===== src/lba_pkg.sv =====
// Purpose: Shared constants and types of the local bus address-phase block.
// Assumes: One clock, the double-rate bus clock, at 100 MHz.
// Notes: Every number used by more than one design file lives here.
`default_nettype none
package lba_pkg;
	// Width of the shared address/data lines.
	localparam int LBA_DATA_W = 32;
	// Position and width of the size code on the low lines.
	localparam int LBA_SIZE_LSB = 0;
	localparam int LBA_SIZE_W = 2;
	// Lowest line that carries the word address.
	localparam int LBA_ADDR_LSB = 2;
	localparam int LBA_ADDR_W = LBA_DATA_W - LBA_ADDR_LSB;
	// Divide ratio from the input clock to the processor clock.
	localparam int LBA_CLK_DIV = 2;
	// Input clock period in ns, and processor clock period derived from it.
	localparam int LBA_MCLK_NS = 10;
	localparam int LBA_PCLK_NS = LBA_MCLK_NS * LBA_CLK_DIV;
	// Depth of the write data buffer.
	localparam int LBA_FIFO_DEPTH = 8;
	// Reset value of the half-cycle phase flop.
	localparam logic LBA_PHASE_RST = 1'b0;
	// Reset value of the remaining-word counter.
	localparam logic [LBA_SIZE_W-1:0] LBA_CNT_RST = 2'h0;
	// Reset value of the line output register.
	localparam logic [LBA_DATA_W-1:0] LBA_LAD_RST = 32'h0000_0000;
	// Bus states: idle, address, data (also wait), hold.
	typedef enum logic [1:0] {
		LBA_IDLE = 2'b00,
		LBA_ADDR = 2'b01,
		LBA_DATA = 2'b10,
		LBA_HOLD = 2'b11
	} lba_state_e;
endpackage
`default_nettype wire


===== src/lba_fifo_if.sv =====
// Purpose: Carrier of the write data stream into and out of the buffer.
// Assumes: Valid and ready handshake on both sides, same clock.
// Notes: The fill level is exported so the bus side can plan bursts.
`default_nettype none
interface lba_fifo_if #(
	parameter int W = 32,
	parameter int D = 8
);
	// Filling side.
	logic in_valid;
	logic in_ready;
	logic [W-1:0] in_data;
	// Draining side.
	logic out_valid;
	logic out_ready;
	logic [W-1:0] out_data;
	// Number of words held.
	logic [$clog2(D+1)-1:0] level;
	modport fifo (input in_valid, in_data, out_ready,
		output in_ready, out_valid, out_data, level);
	modport drain (output out_ready,
		input out_valid, out_data, level);
endinterface
`default_nettype wire


===== src/lba_bus.sv =====
// Purpose: Address phase, strobes and burst sequencing of the local bus.
// Assumes: mclk is the double-rate input clock; inputs are synchronous.
// Notes: Bus states last two mclk cycles; ready is sampled at their end.
`default_nettype none
module lba_bus #(
	parameter int DEPTH = lba_pkg::LBA_FIFO_DEPTH
) (
	// Double-rate clock and reset.
	input wire logic mclk,
	input wire logic reset,
	// Transfer requests from the core.
	input wire logic req_valid,
	output logic req_ready,
	input wire logic [lba_pkg::LBA_ADDR_W-1:0] req_addr,
	input wire logic [lba_pkg::LBA_SIZE_W-1:0] req_size,
	input wire logic req_write,
	// Write data stream from the core.
	input wire logic wr_valid,
	output logic wr_ready,
	input wire logic [lba_pkg::LBA_DATA_W-1:0] wr_data,
	// Read data returned to the core.
	output logic rd_valid,
	output logic [lba_pkg::LBA_DATA_W-1:0] rd_data,
	// Shared address/data lines, split into three signals.
	input wire logic [lba_pkg::LBA_DATA_W-1:0] muxed_addr_data_lines_in,
	output logic [lba_pkg::LBA_DATA_W-1:0] muxed_addr_data_lines_out,
	output logic muxed_addr_data_lines_oe,
	// Bus strobes and transceiver control.
	output logic addr_latch_n_out,
	output logic addr_latch_n_oe,
	output logic addr_phase_status_n,
	output logic write_read,
	output logic xcvr_direction,
	output logic xcvr_enable_n,
	input wire logic ready,
	// Bus hold arbitration.
	input wire logic hold_req,
	output logic hold_ack,
	// Processor clock phase for the core.
	output logic proc_clk
);
	localparam int DW = lba_pkg::LBA_DATA_W;
	localparam int SW = lba_pkg::LBA_SIZE_W;
	localparam int LW = $clog2(DEPTH+1);

	// A burst of four words must fit in the buffer.
	if (DEPTH < (1 << SW)) begin : g_chk
		$error("lba_bus buffer depth below the longest burst");
	end

	// Half-cycle phase; high marks the second half of a bus state.
	logic phase_r;
	// Current bus state.
	lba_pkg::lba_state_e state_r;
	// Words still to go after the current one.
	logic [SW-1:0] cnt_r;
	// Size code of the current transaction.
	logic [SW-1:0] size_r;
	// Latched write indication.
	logic write_r;
	// Previous data state ended with ready and more words follow.
	logic again_r;
	// Line output register.
	logic [DW-1:0] lad_r;
	// Read data return registers.
	logic rd_valid_r;
	logic [DW-1:0] rd_data_r;
	// End of a bus state.
	logic tick;
	// Request is taken now.
	logic take;
	// A data state completes with ready.
	logic done;

	// Buffer for write data.
	lba_fifo_if #(.W(DW), .D(DEPTH)) wq ();
	lba_fifo #(.W(DW), .D(DEPTH)) u_fifo (
		.mclk(mclk),
		.reset(reset),
		.f(wq.fifo)
	);
	assign wq.in_valid = wr_valid;
	assign wq.in_data = wr_data;
	assign wr_ready = wq.in_ready;

	assign tick = phase_r;
	assign done = tick && state_r == lba_pkg::LBA_DATA && ready;
	// A write is only taken once its whole burst is buffered.
	assign take = tick && state_r == lba_pkg::LBA_IDLE && !hold_req
		&& req_valid
		&& (!req_write || wq.level > LW'(req_size));
	assign req_ready = take;
	// Pop a word as it is loaded onto the lines.
	assign wq.out_ready = tick && write_r
		&& (state_r == lba_pkg::LBA_ADDR
		|| (done && cnt_r != '0));

	// Divide the input clock by two.
	always_ff @(posedge mclk or posedge reset) begin
		if (reset) begin
			phase_r <= lba_pkg::LBA_PHASE_RST;
		end else begin
			phase_r <= !phase_r;
		end
	end
	assign proc_clk = phase_r;

	// Bus state sequencing; hold wins over a new request.
	always_ff @(posedge mclk or posedge reset) begin
		if (reset) begin
			state_r <= lba_pkg::LBA_IDLE;
		end else if (tick) begin
			case (state_r)
				lba_pkg::LBA_IDLE: begin
					if (hold_req) begin
						state_r <= lba_pkg::LBA_HOLD;
					end else if (take) begin
						state_r <= lba_pkg::LBA_ADDR;
					end
				end
				lba_pkg::LBA_ADDR: begin
					state_r <= lba_pkg::LBA_DATA;
				end
				lba_pkg::LBA_DATA: begin
					// Without ready the state repeats as a wait state.
					if (ready && cnt_r == '0) begin
						state_r <= lba_pkg::LBA_IDLE;
					end
				end
				default: begin
					if (!hold_req) begin
						state_r <= lba_pkg::LBA_IDLE;
					end
				end
			endcase
		end
	end

	// Transaction attributes are caught as the request is taken.
	always_ff @(posedge mclk or posedge reset) begin
		if (reset) begin
			size_r <= lba_pkg::LBA_CNT_RST;
			write_r <= 1'b0;
		end else if (take) begin
			size_r <= req_size;
			write_r <= req_write;
		end
	end

	// Remaining-word counter of the burst.
	always_ff @(posedge mclk or posedge reset) begin
		if (reset) begin
			cnt_r <= lba_pkg::LBA_CNT_RST;
		end else if (take) begin
			cnt_r <= req_size;
		end else if (done && cnt_r != '0) begin
			cnt_r <= cnt_r - SW'(1);
		end
	end

	// Marks the data state after a completed word of a burst.
	always_ff @(posedge mclk or posedge reset) begin
		if (reset) begin
			again_r <= 1'b0;
		end else if (tick) begin
			again_r <= done && cnt_r != '0;
		end
	end

	// Line output register: address then write words.
	always_ff @(posedge mclk or posedge reset) begin
		if (reset) begin
			lad_r <= lba_pkg::LBA_LAD_RST;
		end else if (take) begin
			lad_r <= {req_addr, req_size};
		end else if (wq.out_ready) begin
			lad_r <= wq.out_data;
		end
	end

	// Read words are captured at the end of each ready data state.
	always_ff @(posedge mclk or posedge reset) begin
		if (reset) begin
			rd_valid_r <= 1'b0;
			rd_data_r <= lba_pkg::LBA_LAD_RST;
		end else begin
			rd_valid_r <= done && !write_r;
			if (done && !write_r) begin
				rd_data_r <= muxed_addr_data_lines_in;
			end
		end
	end
	assign rd_valid = rd_valid_r;
	assign rd_data = rd_data_r;

	// Pin drive derived from the bus state.
	assign muxed_addr_data_lines_out = lad_r;
	assign muxed_addr_data_lines_oe = state_r == lba_pkg::LBA_ADDR
		|| (state_r == lba_pkg::LBA_DATA && write_r);
	// Latch strobe only in the first half of the address state.
	assign addr_latch_n_out = !(state_r == lba_pkg::LBA_ADDR
		&& !phase_r);
	assign addr_latch_n_oe = state_r != lba_pkg::LBA_HOLD;
	assign addr_phase_status_n = !(state_r == lba_pkg::LBA_ADDR
		|| (state_r == lba_pkg::LBA_DATA && again_r));
	assign write_read = write_r;
	// Direction only changes when a new request is taken in idle.
	assign xcvr_direction = write_r;
	assign xcvr_enable_n = state_r != lba_pkg::LBA_DATA;
	assign hold_ack = state_r == lba_pkg::LBA_HOLD;
endmodule
`default_nettype wire


===== src/lba_fifo.sv =====
// Purpose: Write data buffer between the user port and the bus engine.
// Assumes: Depth is a power of two of at least two.
// Notes: Full and empty are exact; a pop and a push may share a cycle.
`default_nettype none
module lba_fifo #(
	parameter int W = 32,
	parameter int D = 8
) (
	// Clock and reset.
	input wire logic mclk,
	input wire logic reset,
	// Both sides of the buffer.
	lba_fifo_if.fifo f
);
	localparam int AW = $clog2(D);
	localparam int LW = $clog2(D+1);

	// Refuse shapes the pointer wrap cannot serve.
	if (D < 2 || (1 << AW) != D) begin : g_chk
		$error("lba_fifo depth must be a power of two, at least two");
	end

	// Storage array, one entry per word.
	logic [W-1:0] mem [D];
	// Read and write pointers, and fill level.
	logic [AW-1:0] rd_ptr_r;
	logic [AW-1:0] wr_ptr_r;
	logic [LW-1:0] level_r;
	// Accepted push and pop this cycle.
	logic push;
	logic pop;

	assign f.in_ready = level_r != LW'(D);
	assign f.out_valid = level_r != '0;
	assign f.out_data = mem[rd_ptr_r];
	assign f.level = level_r;
	assign push = f.in_valid && f.in_ready;
	assign pop = f.out_ready && f.out_valid;

	// Storage is written without reset; only the pointers and level need it.
	always_ff @(posedge mclk) begin
		if (push) begin
			mem[wr_ptr_r] <= f.in_data;
		end
	end

	// Pointers and level move with each accepted transfer.
	always_ff @(posedge mclk or posedge reset) begin
		if (reset) begin
			rd_ptr_r <= '0;
			wr_ptr_r <= '0;
			level_r <= '0;
		end else begin
			if (push) begin
				wr_ptr_r <= wr_ptr_r + AW'(1);
			end
			if (pop) begin
				rd_ptr_r <= rd_ptr_r + AW'(1);
			end
			if (push && !pop) begin
				level_r <= level_r + LW'(1);
			end else if (pop && !push) begin
				level_r <= level_r - LW'(1);
			end
		end
	end
endmodule
`default_nettype wire


===== config.mk =====
export PLATFORM = sky130hd
export DESIGN_NAME = lba_bus
export DESIGN_NICKNAME = d
export VERILOG_FILES = /design/src/lba_pkg.sv /design/src/lba_fifo_if.sv /design/src/lba_bus.sv /design/src/lba_fifo.sv
export SDC_FILE = /design/constraint.sdc
export NUM_CORES = 1
export LEC_CHECK = 0
export BUFFER_PORTS_ARGS = -buffer_cell sky130_fd_sc_hd__buf_2
export CAP_MARGIN = 20
export CORE_ASPECT_RATIO = 0.5
export CORE_MARGIN = 5
export CORE_UTILIZATION = 52
export CTS_CLUSTER_DIAMETER = 40
export CTS_CLUSTER_SIZE = 28
export DETAILED_ROUTE_END_ITERATION = 16
export PLACE_DENSITY_LB_ADDON = 0.3
export SLEW_MARGIN = 0
export SYNTH_ARGS = -nofsm -noshare
export SYNTH_HDL_FRONTEND = slang
export SYNTH_HIERARCHICAL = 1
export SYNTH_SLANG_ARGS = --single-unit
export TNS_END_PERCENT = 50

===== constraint.sdc =====
create_clock -name mclk -period 4.07 [get_ports mclk]
set_input_delay 0.2035 -clock mclk [delete_from_list [all_inputs] [get_ports mclk]]
set_output_delay 0.2035 -clock mclk [all_outputs]
set_load 0.01 [all_outputs]

Yosys cells after proc, flatten, opt, wreduce, memory -nomap -nowiden
Memories as Yosys holds them, arrays and structs flattened.
Cells that the tools add are included.
{ "op_classes": {"add_sub_neg": 5, "eq_ne": 9, "reduce_logical": 38, "muxes": 13, "magnitude_cmp": 1} }
{ "op_table": {"columns": ["cell", "count"], "rows": [
  ["32-bit two-way mux", 2],
  ["1-bit logical AND", 18],
  ["2-bit two-way mux", 6],
  ["1-bit logical NOT", 8],
  ["4-bit two-way mux", 2],
  ["2-bit nonzero test", 4],
  ["3-bit by 1-bit adder with 3-bit output (second input constant)", 2],
  ["2-bit case mux with 3 select lines", 1],
  ["4-bit by 1-bit adder with 4-bit output (second input constant)", 1],
  ["2-bit equality test (second input constant)", 2],
  ["4-bit by 2-bit > comparator with 1-bit output", 1],
  ["2-bit logical NOT", 2],
  ["1-bit logical OR", 4],
  ["2-bit inequality test (second input constant)", 2],
  ["4-bit by 1-bit inequality test with 1-bit output (second input constant)", 1],
  ["4-bit inequality test (second input constant)", 1],
  ["4-bit AND reduction", 1],
  ["4-bit nonzero test", 1],
  ["4-bit by 1-bit subtractor with 4-bit output (second input constant)", 1],
  ["3-bit inequality test (second input constant)", 1],
  ["2-bit by 1-bit equality test with 1-bit output (second input constant)", 1],
  ["1-bit two-way mux", 2],
  ["2-bit by 1-bit inequality test with 1-bit output (second input constant)", 1],
  ["2-bit by 1-bit subtractor with 2-bit output (second input constant)", 1]
]} }
{ "totals": {"ram_bits": 256, "in_bits": 103, "memories": 1, "register_bits": 82} }
{ "mem_list": {"columns": ["memory", "words", "word_bits", "read_ports", "rd_clocked_by_memory_dff", "wr", "line_no", "text"], "rows": [
  ["u_fifo.mem", 8, 32, 1, 0, 1, "lba_fifo.sv:24", "logic [W-1:0] mem [D];"]
]} }

Longest topological paths before layout
Gate-level depths: netlist of run 1.
{ "depth": {"word_depth": 10, "ltp_mapped": 13, "ltp_nobuf": 11} }

Cells and area by module
Netlist of run 1, hierarchy kept.
{ "by_module_without_submodules": {"columns": ["mod", "area_per_inst_um2", "instances", "cells_each"], "rows": [
  ["lba_fifo", 10353.7, 1, 432],
  ["lba_bus", 3538.4, 1, 228]
]} }

Worst setup path before layout of run 1
OpenSTA, ideal clock, no wires.
{ "synth_timing": {"path_type": "reg2reg", "start": "reg u_fifo.level_r[0], in the netlist u_fifo/f.level[0]", "end": "mem u_fifo.mem[0][0], enable pin", "stages_incl_launch_ff": 5, "setup_time_ps": 501, "path_slack_ps": -419, "t_arrival_ps": 3988, "period_less_slack_ps": 4489, "path_cell_list": "dfrtp_1 or4b_1 clkbuf_1 nand2_2 nor4_1"} }
{ "synth_via": {"elab_chain_len": 4} }
{ "synth_rtl": {"columns": ["element", "line_no", "text"], "rows": [
  ["start, declared", "lba_fifo.sv:28", "logic [LW-1:0] level_r;"],
  ["start signal, assigned", "lba_fifo.sv:61", "level_r <= level_r + LW'(1);"],
  ["start signal, assigned", "lba_fifo.sv:63", "level_r <= level_r - LW'(1);"],
  ["4-bit inequality test", "lba_fifo.sv:33", "assign f.in_ready = level_r != LW'(D);"],
  ["named net wr_ready", "lba_bus.sv:19", "output logic wr_ready,"],
  ["1-bit logical AND", "lba_fifo.sv:37", "assign push = f.in_valid && f.in_ready;"],
  ["1-bit two-way mux", "lba_fifo.sv:42", "if (push) begin"],
  ["1-bit two-way mux (implied by the code)", "lba_fifo.sv:43", "mem[wr_ptr_r] <= f.in_data;"],
  ["end, declared", "lba_fifo.sv:24", null]
]} }
The timed path passes the listed nets, and every way through them passes these cells.

Worst setup path after layout of run 1
{ "layout_timing": {"start": "reg u_fifo.level_r[0], in the netlist u_fifo/f.level[0]", "end": "reg u_fifo.level_r[3], in the netlist u_fifo/f.level[3]"} }
{ "layout_via": {"elab_chain_len": 5, "elab_cells_between_ends": 13} }
{ "layout_rtl": {"columns": ["element", "line_no", "text"], "rows": [
  ["4-bit inequality test *", "lba_fifo.sv:33", null],
  ["1-bit logical AND *", "lba_fifo.sv:37", null],
  ["named net u_fifo.push", "lba_fifo.sv:30", "logic push;"],
  ["1-bit logical NOT", "lba_fifo.sv:62", "end else if (pop && !push) begin"],
  ["1-bit logical AND", "lba_fifo.sv:62", null],
  ["2-bit nonzero test (no line)", null, null]
]} }
Mark *: on every way through the listed nets, which the timed path passes. The rest lies on a longest branch. The select of a mux whose other input is x is not followed.
A chain may end at the register's enable or synchronous reset.

==> summary.md, run 1 <==
| Metric | Value |
|---|---|
| Maximum buffer depth of the clock tree | `3` |
| Kind of cell adding the most delay to the critical path | `simple AND/OR/NAND/NOR gates` |
| Run status | `finished, final reports clean` |
| Footprint of the multi-input gates | `3890 µm²` |
| Number of instances in the synthesized netlist | `660` |
| Share of the yosys chip area belonging to registers | `0.701` |
| Pins Over Slew Limit | `0` |
| Worst Hold Slack | `82.4 ps` |
| Area taken by flip-flops and latches | `9750 µm²` |
| Final net count | `1057` |
| Number of diodes added for antenna fixing | `0` |
| Leading register cell type out of synthesis | `sky130_fd_sc_hd__edfxtp_1` |
| Switching power as a share of total power | `0.309` |
| Clk Tree Root Cell | `sky130_fd_sc_hd__clkbuf_16` |
| Peak Freq | `0.334 GHz` |
| Number of max-cap violations | `0` |
| Fill cells | `1757` |
| Final Hold Viols | `0` |
| Post-detailed-route count of antenna-violating nets | `0` |
| Cell area after technology mapping | `13900 µm²` |
| Clk pin slew, worst setup/hold paths | `90 ps` |
| Shortest period the worst path allows | `3000 ps` |
| Number of instances on the worst hold path | `3` |
| Total CTS buffers | `26` |
| Wire length of the first global-routing pass | `42.8 mm` |
| Leak Pwr | `6.52 nW` |
| Residual DRC count | `0` |
| CP Buf/Inv Count | `2` |
| Width of the chip | `241 µm` |
| GRT Overall Usage | `0.182` |
| DRT Wirelength | `27.6 mm` |
| Slowest cell on the critical path | `sky130_fd_sc_hd__or4b_1` |
| CTS tree | `built` |
| Port-buffer cells | `178` |
| Max VDD drop | `0.360 mV` |
| Via-per-instance ratio | `5.43` |
| Total power divided by cell area | `689 nW/µm²` |
| Largest driver fanout on the critical path | `7` |
| Vert. Die Dim | `126 µm` |
| Average footprint of a synthesized cell | `21.0 µm²` |
| Seq cells post-synth | `338` |
| Fin Clk Skew | `17.8 ps` |
| Unrepaired setup endpoints after global routing | `false` |
| Internal power consumption | `8.15 mW` |
| Worst Reg2Reg Path Length in Cells | `9` |
| Number of flops mapped to enable cells by yosys | `256` |
| Sw Pwr | `3.64 mW` |
| Starting density of the core | `0.527` |
| Post-route setup TNS | `0 ps` |
| Sum of net half-perimeters after detailed placement | `16.1 mm` |
| Async SR Flop Fraction | `0.243` |
| Global-route congestion overflow total | `0` |
| Number of cells on the critical path | `9` |
| DR iter-0 viols | `371` |
| Worst Max-Slew Pin Slew | `1040 ps` |
| Clock network fraction of total power | `0.234` |
| Worst rel slew slack | `0.307` |
| Warnings from Yosys | `6` |
| Type of the worst setup path | `register to register` |
| Post-route fraction of the period consumed by the critical path | `0.737` |
| Total power of the final layout | `11.8 mW` |
| Number of H-tree branching levels | `1` |
| Critical Path End Type | `register` |
| Combinational fraction of design power | `0.339` |
| Maximum number of pins on one net before global-route repair | `51` |
| Placer Congestion | `0.757` |
| Length of the first detailed-routing pass in iterations | `4` |
| Syn_nets | `772` |
| Worst EP required | `4500 ps` |
| Worst path cell trace | `or4b_1 > nand2_2 > inv_1 > ha_1 > inv_1 > ha_1 > or4_1 > nand3_1 > o221ai_1` |
| Critical path startpoint category | `register` |
| Register share of total power | `0.426` |
| Final Setup Violations | `0` |
| Kind of path behind the tightest hold check | `primary input to register` |
| Number of standard-cell rows in the floorplan | `42` |
| Number of antenna violations at the first check in global routing | `0` |
| Ratio of cells with drive above 1 in the final layout | `0.447` |
| Total die area | `30300 µm²` |
| Count of cell types in the netlist | `49` |
| Core ar. | `26400 µm²` |
| Vias in the first global route | `7593` |
| Slowest Stage Delay on Critical Path | `630 ps` |
| Later-pin clock latency in the skew report | `560 ps` |
| Num Clock Sinks | `338` |
| Number of primary I/O pins | `179` |
| Wirelength per Cell | `20.9 µm` |
| Data arrival time at the worst-slack endpoint | `3420 ps` |
| Growth of design area from synthesis to finish | `23.2%` |
| Via count of the routed design | `7148` |
[state kept, by name, indices dropped and copies added, names as in the netlist]
name                       cells
muxed_addr_data_lines_out     32
state_r                        2
u_fifo/rd_ptr_r                3
u_fifo/wr_ptr_r                3
rd_data                       32
cnt_r                          2
rd_valid                       1
again_r                        1
write_read                     1
u_fifo/mem                   256
proc_clk                       1
u_fifo/f.level                 4
[worst reg2reg max path: stages, from the launching register on]
cell	delay, ps
sky130_fd_sc_hd__dfrtp_1	470
sky130_fd_sc_hd__or4b_1	630
sky130_fd_sc_hd__nand2_2	240
sky130_fd_sc_hd__inv_1	80
sky130_fd_sc_hd__ha_1	270
sky130_fd_sc_hd__inv_1	150
sky130_fd_sc_hd__ha_1	310
sky130_fd_sc_hd__or4_1	530
sky130_fd_sc_hd__nand3_1	100
sky130_fd_sc_hd__o221ai_1	110
[routing by layer]
layer	global-route usage	part of all wire	vias up
li1	-	-	3232
met5	0	0	-
met2	0.317	0.51	204
met1	0.245	0.42	3669
met3	0.0339	0.055	43
met4	0.0371	0.019	0
[power by group through the flow]
| stage | logic [mW] | clock network, mW | registers (mW) |
|---|---|---|---|
| 3_3_place_gp | 3.88 | 0 | 5.06 |
| 6_report | 4.00 | 2.76 | 5.03 |
| 4_1_cts | 4.05 | 2.83 | 5.04 |
| 3_5_place_dp | 3.96 | 0 | 5.11 |
| 5_1_grt | 4.30 | 2.97 | 5.13 |
| 2_1_floorplan | 2.96 | 0 | 5.05 |
[final cells by class]
type	count	share of cell area
flip-flops and latches	338	0.570
multi-input cells	275	0.228
repair buffers	292	0.118
clock buffers	27	0.0388
well taps	352	0.0257
clock inverters	21	0.0173
inverters	12	0.00271
[layout by cell type, fill, tap and decap left out, types with 3 or more instances in the layout]
cell type and count:
sky130_fd_sc_hd__mux2_2 74, sky130_fd_sc_hd__mux2i_1 4, sky130_fd_sc_hd__buf_2 178, sky130_fd_sc_hd__dlygate4sd3_1 100, sky130_fd_sc_hd__buf_4 12, sky130_fd_sc_hd__or3_1 4, sky130_fd_sc_hd__a21oi_1 3, sky130_fd_sc_hd__xnor2_1 7
sky130_fd_sc_hd__nor2_4 3, sky130_fd_sc_hd__clkinv_8 5, sky130_fd_sc_hd__nor2_1 3, sky130_fd_sc_hd__nor3_2 4, sky130_fd_sc_hd__inv_1 10, sky130_fd_sc_hd__clkbuf_16 26, sky130_fd_sc_hd__mux4_1 25, sky130_fd_sc_hd__mux2_4 56
sky130_fd_sc_hd__inv_8 5, sky130_fd_sc_hd__ha_1 8, sky130_fd_sc_hd__nand3_1 4, sky130_fd_sc_hd__nand2_1 9, sky130_fd_sc_hd__edfxtp_1 256, sky130_fd_sc_hd__mux4_2 39, sky130_fd_sc_hd__dfrtp_1 79, sky130_fd_sc_hd__inv_12 6
[Yosys cell counts, types with 4 or more instances]
| master | number | area share |
|---|---|---|
| sky130_fd_sc_hd__buf_6 | 5 | 0.0041 |
| sky130_fd_sc_hd__nand3_1 | 4 | 0.0014 |
| sky130_fd_sc_hd__nor2_1 | 7 | 0.0019 |
| sky130_fd_sc_hd__clkbuf_1 | 6 | 0.0016 |
| sky130_fd_sc_hd__buf_12 | 5 | 0.0072 |
| sky130_fd_sc_hd__xnor2_1 | 7 | 0.0044 |
| sky130_fd_sc_hd__edfxtp_1 | 256 | 0.55 |
| sky130_fd_sc_hd__dfrtp_1 | 82 | 0.15 |
| sky130_fd_sc_hd__mux4_1 | 25 | 0.047 |
| sky130_fd_sc_hd__buf_1 | 5 | 0.0014 |
| sky130_fd_sc_hd__mux4_2 | 39 | 0.063 |
| sky130_fd_sc_hd__ha_1 | 8 | 0.0072 |
| sky130_fd_sc_hd__buf_2 | 11 | 0.0040 |
| sky130_fd_sc_hd__mux2i_1 | 4 | 0.0029 |
| sky130_fd_sc_hd__nor3_1 | 4 | 0.0014 |
| sky130_fd_sc_hd__mux2_2 | 74 | 0.060 |
| sky130_fd_sc_hd__mux2_4 | 56 | 0.061 |
| sky130_fd_sc_hd__nand2_1 | 9 | 0.0024 |
| sky130_fd_sc_hd__inv_1 | 11 | 0.0030 |
| sky130_fd_sc_hd__or3_1 | 4 | 0.0018 |
[timing repair]
item                      CTS  global route
buffers inserted            0             0
hold buffers              100             0
gates resized for setup     0             0
hold endpoints to repair  380             0
[metrics by stage]
step / worst slack, ps / std cells / util / area, µm²
global route: 944 / 1317 / 0.649 / 17100
detailed placement: 1120 / 1169 / 0.574 / 15100
floorplan: 422 / 660 / - / 13900
CTS: 1100 / 1317 / 0.649 / 17100
finish: 1070 / 1317 / 0.649 / 17100
global placement: 1210 / 1169 / 0.574 / 15100
[final timing paths]
check	startpoint	end	slack [ps]
worst max-delay path	u_fifo/f.level[0]	u_fifo/f.level[3]	1070
worst min-delay path	req_valid	write_read	80
worst max register to register	u_fifo/f.level[0]	u_fifo/f.level[3]	1070
worst min register to register	again_r	again_r	500
max in group asynchronous	reset	muxed_addr_data_lines_out[3]	2780
min in group asynchronous	reset	u_fifo/f.level[2]	190
[logic make-up (layout without fill, tap and decap cells)]
kind of cell / count (synthesis) / count (layout) / synth area share
and+or+nand+nor: 45 / 45 / 0.0188
AOI/OAI and AO/OA: 15 / 15 / 0.00820
buffers and inverters: 47 / 352 / 0.0241
muxes: 199 / 199 / 0.235
adders and majority gates: 9 / 9 / 0.00865
xor gates and xnor gates: 7 / 7 / 0.00441
DFF: 338 / 338 / 0.701
Power figures use the tool's default switching activity.
==> inputs of run 2 (changes only) <==
--- a/config.mk
+++ b/config.mk
@@ -5,11 +5,12 @@
 export SDC_FILE = /design/constraint.sdc
 export NUM_CORES = 1
 export LEC_CHECK = 0
+export ABC_AREA = 1
 export BUFFER_PORTS_ARGS = -buffer_cell sky130_fd_sc_hd__buf_2
 export CAP_MARGIN = 20
 export CORE_ASPECT_RATIO = 0.5
 export CORE_MARGIN = 5
-export CORE_UTILIZATION = 52
+export CORE_UTILIZATION = 58
 export CTS_CLUSTER_DIAMETER = 40
 export CTS_CLUSTER_SIZE = 28
 export DETAILED_ROUTE_END_ITERATION = 16
==> constraint.sdc (replaced) <==
create_clock -name mclk -period 2.9 [get_ports mclk]
set_input_delay 0.145 -clock mclk [delete_from_list [all_inputs] [get_ports mclk]]
set_output_delay 0.145 -clock mclk [all_outputs]
set_load 0.01 [all_outputs]
==> summary.md, run 2 <==
| Metric | Value |
|---|---|
| Worst EP required | `3350 ps` |
| Clk pin slew, worst setup/hold paths | `70 ps` |
| Portion of synthesized cell area occupied by the leading cell type | `0.508` |
| Post-synthesis mux area share | `0` |
| Worst path most repeated cell | `sky130_fd_sc_hd__nand2_1` |
| Wirelength per Cell | `16.0 µm` |
| Ratio of cells with drive above 1 in the final layout | `0.146` |
| Worst path cell trace | `inv_1 > ha_1 > inv_1 > nand4_4 > nand2_2 > nand2_4 > inv_2 > nand2_1 > ha_1 > inv_1 > ha_1 > or2_2 > nand2_1 > nand2_1 > nand3_1 > nand2_1` |
| R2r setup slk | `470 ps` |
| Post-cts repair resize count | `0` |
| Final Setup Violations | `0` |
| Async SR Flop Fraction | `0.243` |
| Port-buffer cells | `178` |
| Num Clock Sinks | `338` |
| Number of instances in the synthesized netlist | `1641` |
| Length of the first detailed-routing pass in iterations | `10` |
| Wire length of the first global-routing pass | `56.7 mm` |
| Final net count | `2011` |
| Maximum number of pins on one net before global-route repair | `80` |
| Number of standard-cell rows in the floorplan | `41` |
| Slowest cell on the critical path | `sky130_fd_sc_hd__dfrtp_1` |
| Via count of the routed design | `11400` |
| Data arrival time at the worst-slack endpoint | `2880 ps` |
| Final Core Density | `0.721` |
| DR iter-0 viols | `998` |
| Largest driver fanout on the critical path | `5` |
| Worst rel slew slack | `0.556` |
| Critical path startpoint category | `register` |
| Dominant cell type by area after synthesis | `sky130_fd_sc_hd__edfxtp_1` |
| Later-pin clock latency in the skew report | `570 ps` |
| Post-route setup TNS | `0 ps` |
| Sum of net half-perimeters after detailed placement | `20.6 mm` |
| Most frequent cells after synthesis | `sky130_fd_sc_hd__nand2_1, sky130_fd_sc_hd__nor2_1, sky130_fd_sc_hd__edfxtp_1` |
| Leak Pwr | `8.70 nW` |
| Max VDD drop | `0.537 mV` |
| Shortest period the worst path allows | `2430 ps` |
| Leading register cell type out of synthesis | `sky130_fd_sc_hd__edfxtp_1` |
| Pins Over Slew Limit | `0` |
| Core ar. | `25400 µm²` |
| Starting density of the core | `0.595` |
| Top reg by flops | `u_fifo/mem` |
| Synth Area in Compound Gates | `0.00364` |
| Vias in the first global route | `10600` |
| GRT Overall Usage | `0.239` |
| Post-synthesis adder-cell area fraction | `0.00793` |
| Peak Freq | `0.412 GHz` |
| Total die area | `29600 µm²` |
| Growth of design area from synthesis to finish | `21.2%` |
| Kind of cell adding the most delay to the critical path | `simple AND/OR/NAND/NOR gates` |
| Maximum buffer depth of the clock tree | `3` |
| Post-detailed-route count of antenna-violating nets | `0` |
| Seq cells post-synth | `338` |
| Placer Congestion | `0.874` |
| Combinational family with the most area after synthesis | `simple AND/OR/NAND/NOR gates` |
| Via-per-instance ratio | `5.01` |
| CP Buf/Inv Count | `4` |
| Number of H-tree branching levels | `1` |
| Number of flops mapped to enable cells by yosys | `256` |
| Slowest Stage Delay on Critical Path | `330 ps` |
| Total power of the final layout | `17.4 mW` |
| Syn_nets | `1753` |
| Share of the yosys chip area belonging to registers | `0.643` |
| Post-route fraction of the period consumed by the critical path | `0.838` |
| Commonest cells after routing, fill and taps aside | `sky130_fd_sc_hd__nand2_1, sky130_fd_sc_hd__nor2_1, sky130_fd_sc_hd__edfxtp_1` |
| Count of cell types in the netlist | `27` |
| Kind of path behind the tightest hold check | `primary input to async pin` |
| Final Hold Viols | `0` |
| XOR/XNOR share of the synthesized area | `0.00347` |
| Total power divided by cell area | `948 nW/µm²` |
| Run status | `finished, final reports clean` |
| Simple-gate area share of the yosys netlist | `0.269` |
| Unrepaired setup endpoints after global routing | `false` |
| Global-route congestion overflow total | `0` |
| Final Worst Setup Slack | `471 ps` |
| CTS tree | `built` |
| Number of antenna violations at the first check in global routing | `2` |
| Total CTS buffers | `29` |
| Max FFs per register | `256` |
| Vert. Die Dim | `124 µm` |
| Warnings from Yosys | `6` |
| Worst Max-Slew Pin Slew | `666 ps` |
| Number of primary I/O pins | `179` |
| Width of the chip | `238 µm` |
| Type of the worst setup path | `register to register` |
| Critical Path End Type | `register` |
| Residual DRC count | `0` |
| Number of cells on the critical path | `16` |
| Leading cell types by total area after synthesis | `sky130_fd_sc_hd__edfxtp_1, sky130_fd_sc_hd__nand2_1, sky130_fd_sc_hd__dfrtp_1` |
| Worst Reg2Reg Path Length in Cells | `16` |
| Most frequent cell after synthesis | `sky130_fd_sc_hd__nand2_1` |
| Most common cell after layout, fill and taps aside | `sky130_fd_sc_hd__nand2_1` |
| Clk Tree Root Cell | `sky130_fd_sc_hd__clkbuf_16` |
| Cell area after technology mapping | `15100 µm²` |
| Fin Clk Skew | `18.1 ps` |
| DRT Wirelength | `36.2 mm` |
| Average footprint of a synthesized cell | `9.23 µm²` |
| Number of max-cap violations | `0` |
| Setup slack at placement | `488 ps` |
[run 2: changes by cell type in the layout (fill, tap and decap cells not counted), sizes merged, moves of 4 or more]
cell,change
or3,-4
mux2i,-4
mux2,-131
nand3,+66
buf,+10
mux4,-64
o21ai,+7
nand2,+686
clkbuf,+6
inv,+146
nor2,+258
[run 2: cell families after synthesis]
kind of cell | Yosys count
AND/OR/NAND/NOR | 1040
flip-flops | 338
buffers and inverters | 238
AO/OA/AOI/OAI | 10
adder cells (fa/ha/maj) | 9
XOR/XNOR | 6
[run 2: layout make-up]
type	instances	area [µm²]
inverters	162	608
clock inverters	20	246
multi-input cells	1065	4350
repair buffers	303	2170
diodes	2	5.00
well taps	344	430
clock buffers	33	793
flip-flops and latches	338	9740
fillers	1744	7100
[run 2: layer usage]
metal | vias up | wire length (µm) | share of wire | global-route usage
met3 | 66 | 3070 | 0.085 | 0.0414
met1 | 5264 | 15200 | 0.42 | 0.333
met2 | 417 | 17000 | 0.47 | 0.397
met5 | - | 0 | 0 | 0
li1 | 5610 | - | - | -
met4 | 0 | 820 | 0.023 | 0.0556
[run 2: worst paths after layout]
kind,from,endpoint
worst max-delay path,cnt_r[0],u_fifo/f.level[3]
worst min-delay path,reset,u_fifo/wr_ptr_r[0]
worst max register to register,cnt_r[0],u_fifo/f.level[3]
worst min register to register,rd_data[1],rd_data[1]
max in group asynchronous,reset,rd_data[12]
min in group mclk,req_valid,cnt_r[1]
[run 2: repair_timing]
| action | in CTS | in global routing |
|---|---|---|
| hold buffers | 101 | 0 |
| endpoints found under the hold margin | 366 | 0 |
| buffers inserted | 0 | 0 |
| setup endpoints to repair | 0 | 0 |
[run 2: power breakdown]
part	switching, mW	internal, mW
sequential	0.525	6.28
clock	1.88	2.31
combinational	4.28	2.14
total	6.68	10.7
[run 2: worst min-delay path: cells and delay by family]
kind | cells | cell delay [ps]
buffers and inverters | 3 | 960
[run 2: through the flow]
step           cells  hold WS (ps)  area, µm²
3_5_place_dp    2111           164      16300
2_1_floorplan   1641         -14.8      15100
5_1_grt         2267           161      18300
6_report        2267           127      18300
3_3_place_gp    2111           163      16300
4_1_cts         2265           139      18300
==> inputs of run 3 (changes only) <==
==> constraint.sdc (replaced) <==
create_clock -name mclk -period 2.3 [get_ports mclk]
set_input_delay 0.115 -clock mclk [delete_from_list [all_inputs] [get_ports mclk]]
set_output_delay 0.115 -clock mclk [all_outputs]
set_load 0.01 [all_outputs]
==> summary.md, run 3 (synthesis gave the netlist of run 2 again) <==
| Metric | Value |
|---|---|
| Run status | `finished, final reports clean` |
| Number of standard-cell rows in the floorplan | `41` |
| Core ar. | `25400 µm²` |
| Number of antenna violations at the first check in global routing | `0` |
| Final Setup Violations | `0` |
| Fin Clk Skew | `15.5 ps` |
| Wirelength per Cell | `16.5 µm` |
| Shortest period the worst path allows | `2140 ps` |
| Worst EP required | `2760 ps` |
| Wire length of the first global-routing pass | `60.5 mm` |
| Post-detailed-route count of antenna-violating nets | `0` |
| Number of primary I/O pins | `179` |
| DRT Wirelength | `37.5 mm` |
| Post-route setup TNS | `0 ps` |
| Total power of the final layout | `22.3 mW` |
| Final Hold Viols | `0` |
| Worst path most repeated cell | `sky130_fd_sc_hd__inv_2` |
| Number of diodes added for antenna fixing | `0` |
| Slowest Stage Delay on Critical Path | `350 ps` |
| Worst rel slew slack | `0.633` |
| Number of H-tree branching levels | `1` |
| Total power divided by cell area | `1200 nW/µm²` |
| Critical Path End Type | `register` |
| Global-route congestion overflow total | `0` |
| Placer Congestion | `0.854` |
| Ratio of cells with drive above 1 in the final layout | `0.158` |
| Pins Over Slew Limit | `0` |
| Worst Max-Slew Pin Slew | `551 ps` |
| Data arrival time at the worst-slack endpoint | `2610 ps` |
| Most common cell after layout, fill and taps aside | `sky130_fd_sc_hd__nand2_1` |
| Via-per-instance ratio | `5.09` |
| Starting density of the core | `0.595` |
| Total CTS buffers | `31` |
| Via count of the routed design | `11600` |
| Final net count | `2024` |
| Max FFs per register | `256` |
| Largest driver fanout on the critical path | `2` |
| Type of the worst setup path | `register to register` |
| Fill cells | `1701` |
| Clk Tree Root Cell | `sky130_fd_sc_hd__clkbuf_16` |
| Max VDD drop | `0.679 mV` |
| Vias in the first global route | `11600` |
| Num Clock Sinks | `338` |
| Unrepaired setup endpoints after global routing | `false` |
| GRT Overall Usage | `0.253` |
| Maximum number of pins on one net before global-route repair | `81` |
| Residual DRC count | `0` |
| Later-pin clock latency in the skew report | `580 ps` |
| Length of the first detailed-routing pass in iterations | `5` |
| Kind of cell adding the most delay to the critical path | `simple AND/OR/NAND/NOR gates` |
| Slowest cell on the critical path | `sky130_fd_sc_hd__dfrtp_1` |
| Commonest cells after routing, fill and taps aside | `sky130_fd_sc_hd__nand2_1, sky130_fd_sc_hd__nor2_1, sky130_fd_sc_hd__edfxtp_1` |
| Sum of net half-perimeters after detailed placement | `21.6 mm` |
| Worst path cell trace | `inv_2 > ha_2 > inv_2 > nand4_4 > nand2_2 > nand2_4 > inv_2 > nand2_2 > ha_2 > inv_2 > ha_4 > or2_2 > nand2_1 > nand2_1 > nand3_1 > nand2_1` |
| Leak Pwr | `8.82 nW` |
| CP Buf/Inv Count | `4` |
| Number of max-cap violations | `0` |
| Kind of path behind the tightest hold check | `primary input to register` |
| Peak Freq | `0.466 GHz` |
| Critical Path Start | `cnt_r[0]` |
| Reg-to-Reg Start | `cnt_r[0]` |
| Critical path startpoint category | `register` |
| Final Core Density | `0.732` |
| Port-buffer cells | `178` |
| Total die area | `29600 µm²` |
| Growth of design area from synthesis to finish | `23.1%` |
| Vert. Die Dim | `124 µm` |
| Maximum buffer depth of the clock tree | `3` |
| CTS tree | `built` |
| Width of the chip | `238 µm` |
| Clk pin slew, worst setup/hold paths | `70 ps` |
| Startpoint of the most critical hold path | `req_valid` |
| Top reg by flops | `u_fifo/mem` |
| Post-route fraction of the period consumed by the critical path | `0.932` |
| DR iter-0 viols | `990` |
| Post CTS Setup Buffer Count | `0` |
## run 3: routing by layer
metal  wire [µm]  global-route usage  part of all wire
met5           0                   0                 0
met4        1280              0.0806             0.034
met3        2850              0.0456             0.076
met2       17800               0.423              0.48
met1       15600               0.340              0.41
## run 3: area by class of cell
| cell class | instances | area, µm² | share of cell area |
|---|---|---|---|
| repair buffers | 314 | 2340 | 0.126 |
| clock inverters | 27 | 344 | 0.0185 |
| clock buffers | 31 | 776 | 0.0416 |
| well taps | 344 | 430 | 0.0231 |
| inverters | 162 | 608 | 0.0326 |
| flip-flops and latches | 338 | 9740 | 0.523 |
| multi-input cells | 1065 | 4390 | 0.236 |
## run 3: repair_timing
action	CTS	global route
hold endpoints to repair	360	0
hold buffers	101	0
endpoints found under the setup margin	0	2
resized for setup	0	7
## run 3: metrics by stage
step	instances	worst slack (ps)	instance area (µm²)	hold slack (ps)
2_1_floorplan	1641	-496	15200	-44.8
3_3_place_gp	2122	124	16500	153
3_5_place_dp	2122	36.0	16500	155
4_1_cts	2281	12.5	18600	68.1
5_1_grt	2281	17.2	18600	117
6_report	2281	156	18600	89.6
## run 3: final timing paths
check                                          to  slack, ps  depth (start not counted)
worst max-delay path            u_fifo/f.level[3]        160                         16
worst min-delay path                   write_read         90                          5
worst max register to register  u_fifo/f.level[3]        160                         16
worst min register to register        rd_data[26]        480                          2
max in group asynchronous             rd_data[25]       1500                          4
min in group asynchronous       u_fifo/f.level[0]        110                          3
## run 3: where the power goes
| group | internal (mW) | switching (mW) | leakage [nW] |
|---|---|---|---|
| registers | 7.91 | 0.662 | 3.34 |
| logic | 2.87 | 5.44 | 4.94 |
| clock network | 2.87 | 2.60 | 0.532 |
## run 3: worst reg2reg max path, stage by stage, from the launching register on
cell and delay (ps):
sky130_fd_sc_hd__dfrtp_1 350, sky130_fd_sc_hd__inv_2 50, sky130_fd_sc_hd__ha_2 180, sky130_fd_sc_hd__inv_2 60, sky130_fd_sc_hd__nand4_4 100, sky130_fd_sc_hd__nand2_2 110
sky130_fd_sc_hd__nand2_4 60, sky130_fd_sc_hd__inv_2 70, sky130_fd_sc_hd__nand2_2 60, sky130_fd_sc_hd__ha_2 180, sky130_fd_sc_hd__inv_2 70, sky130_fd_sc_hd__ha_4 200
sky130_fd_sc_hd__or2_2 310, sky130_fd_sc_hd__nand2_1 80, sky130_fd_sc_hd__nand2_1 50, sky130_fd_sc_hd__nand3_1 60, sky130_fd_sc_hd__nand2_1 50
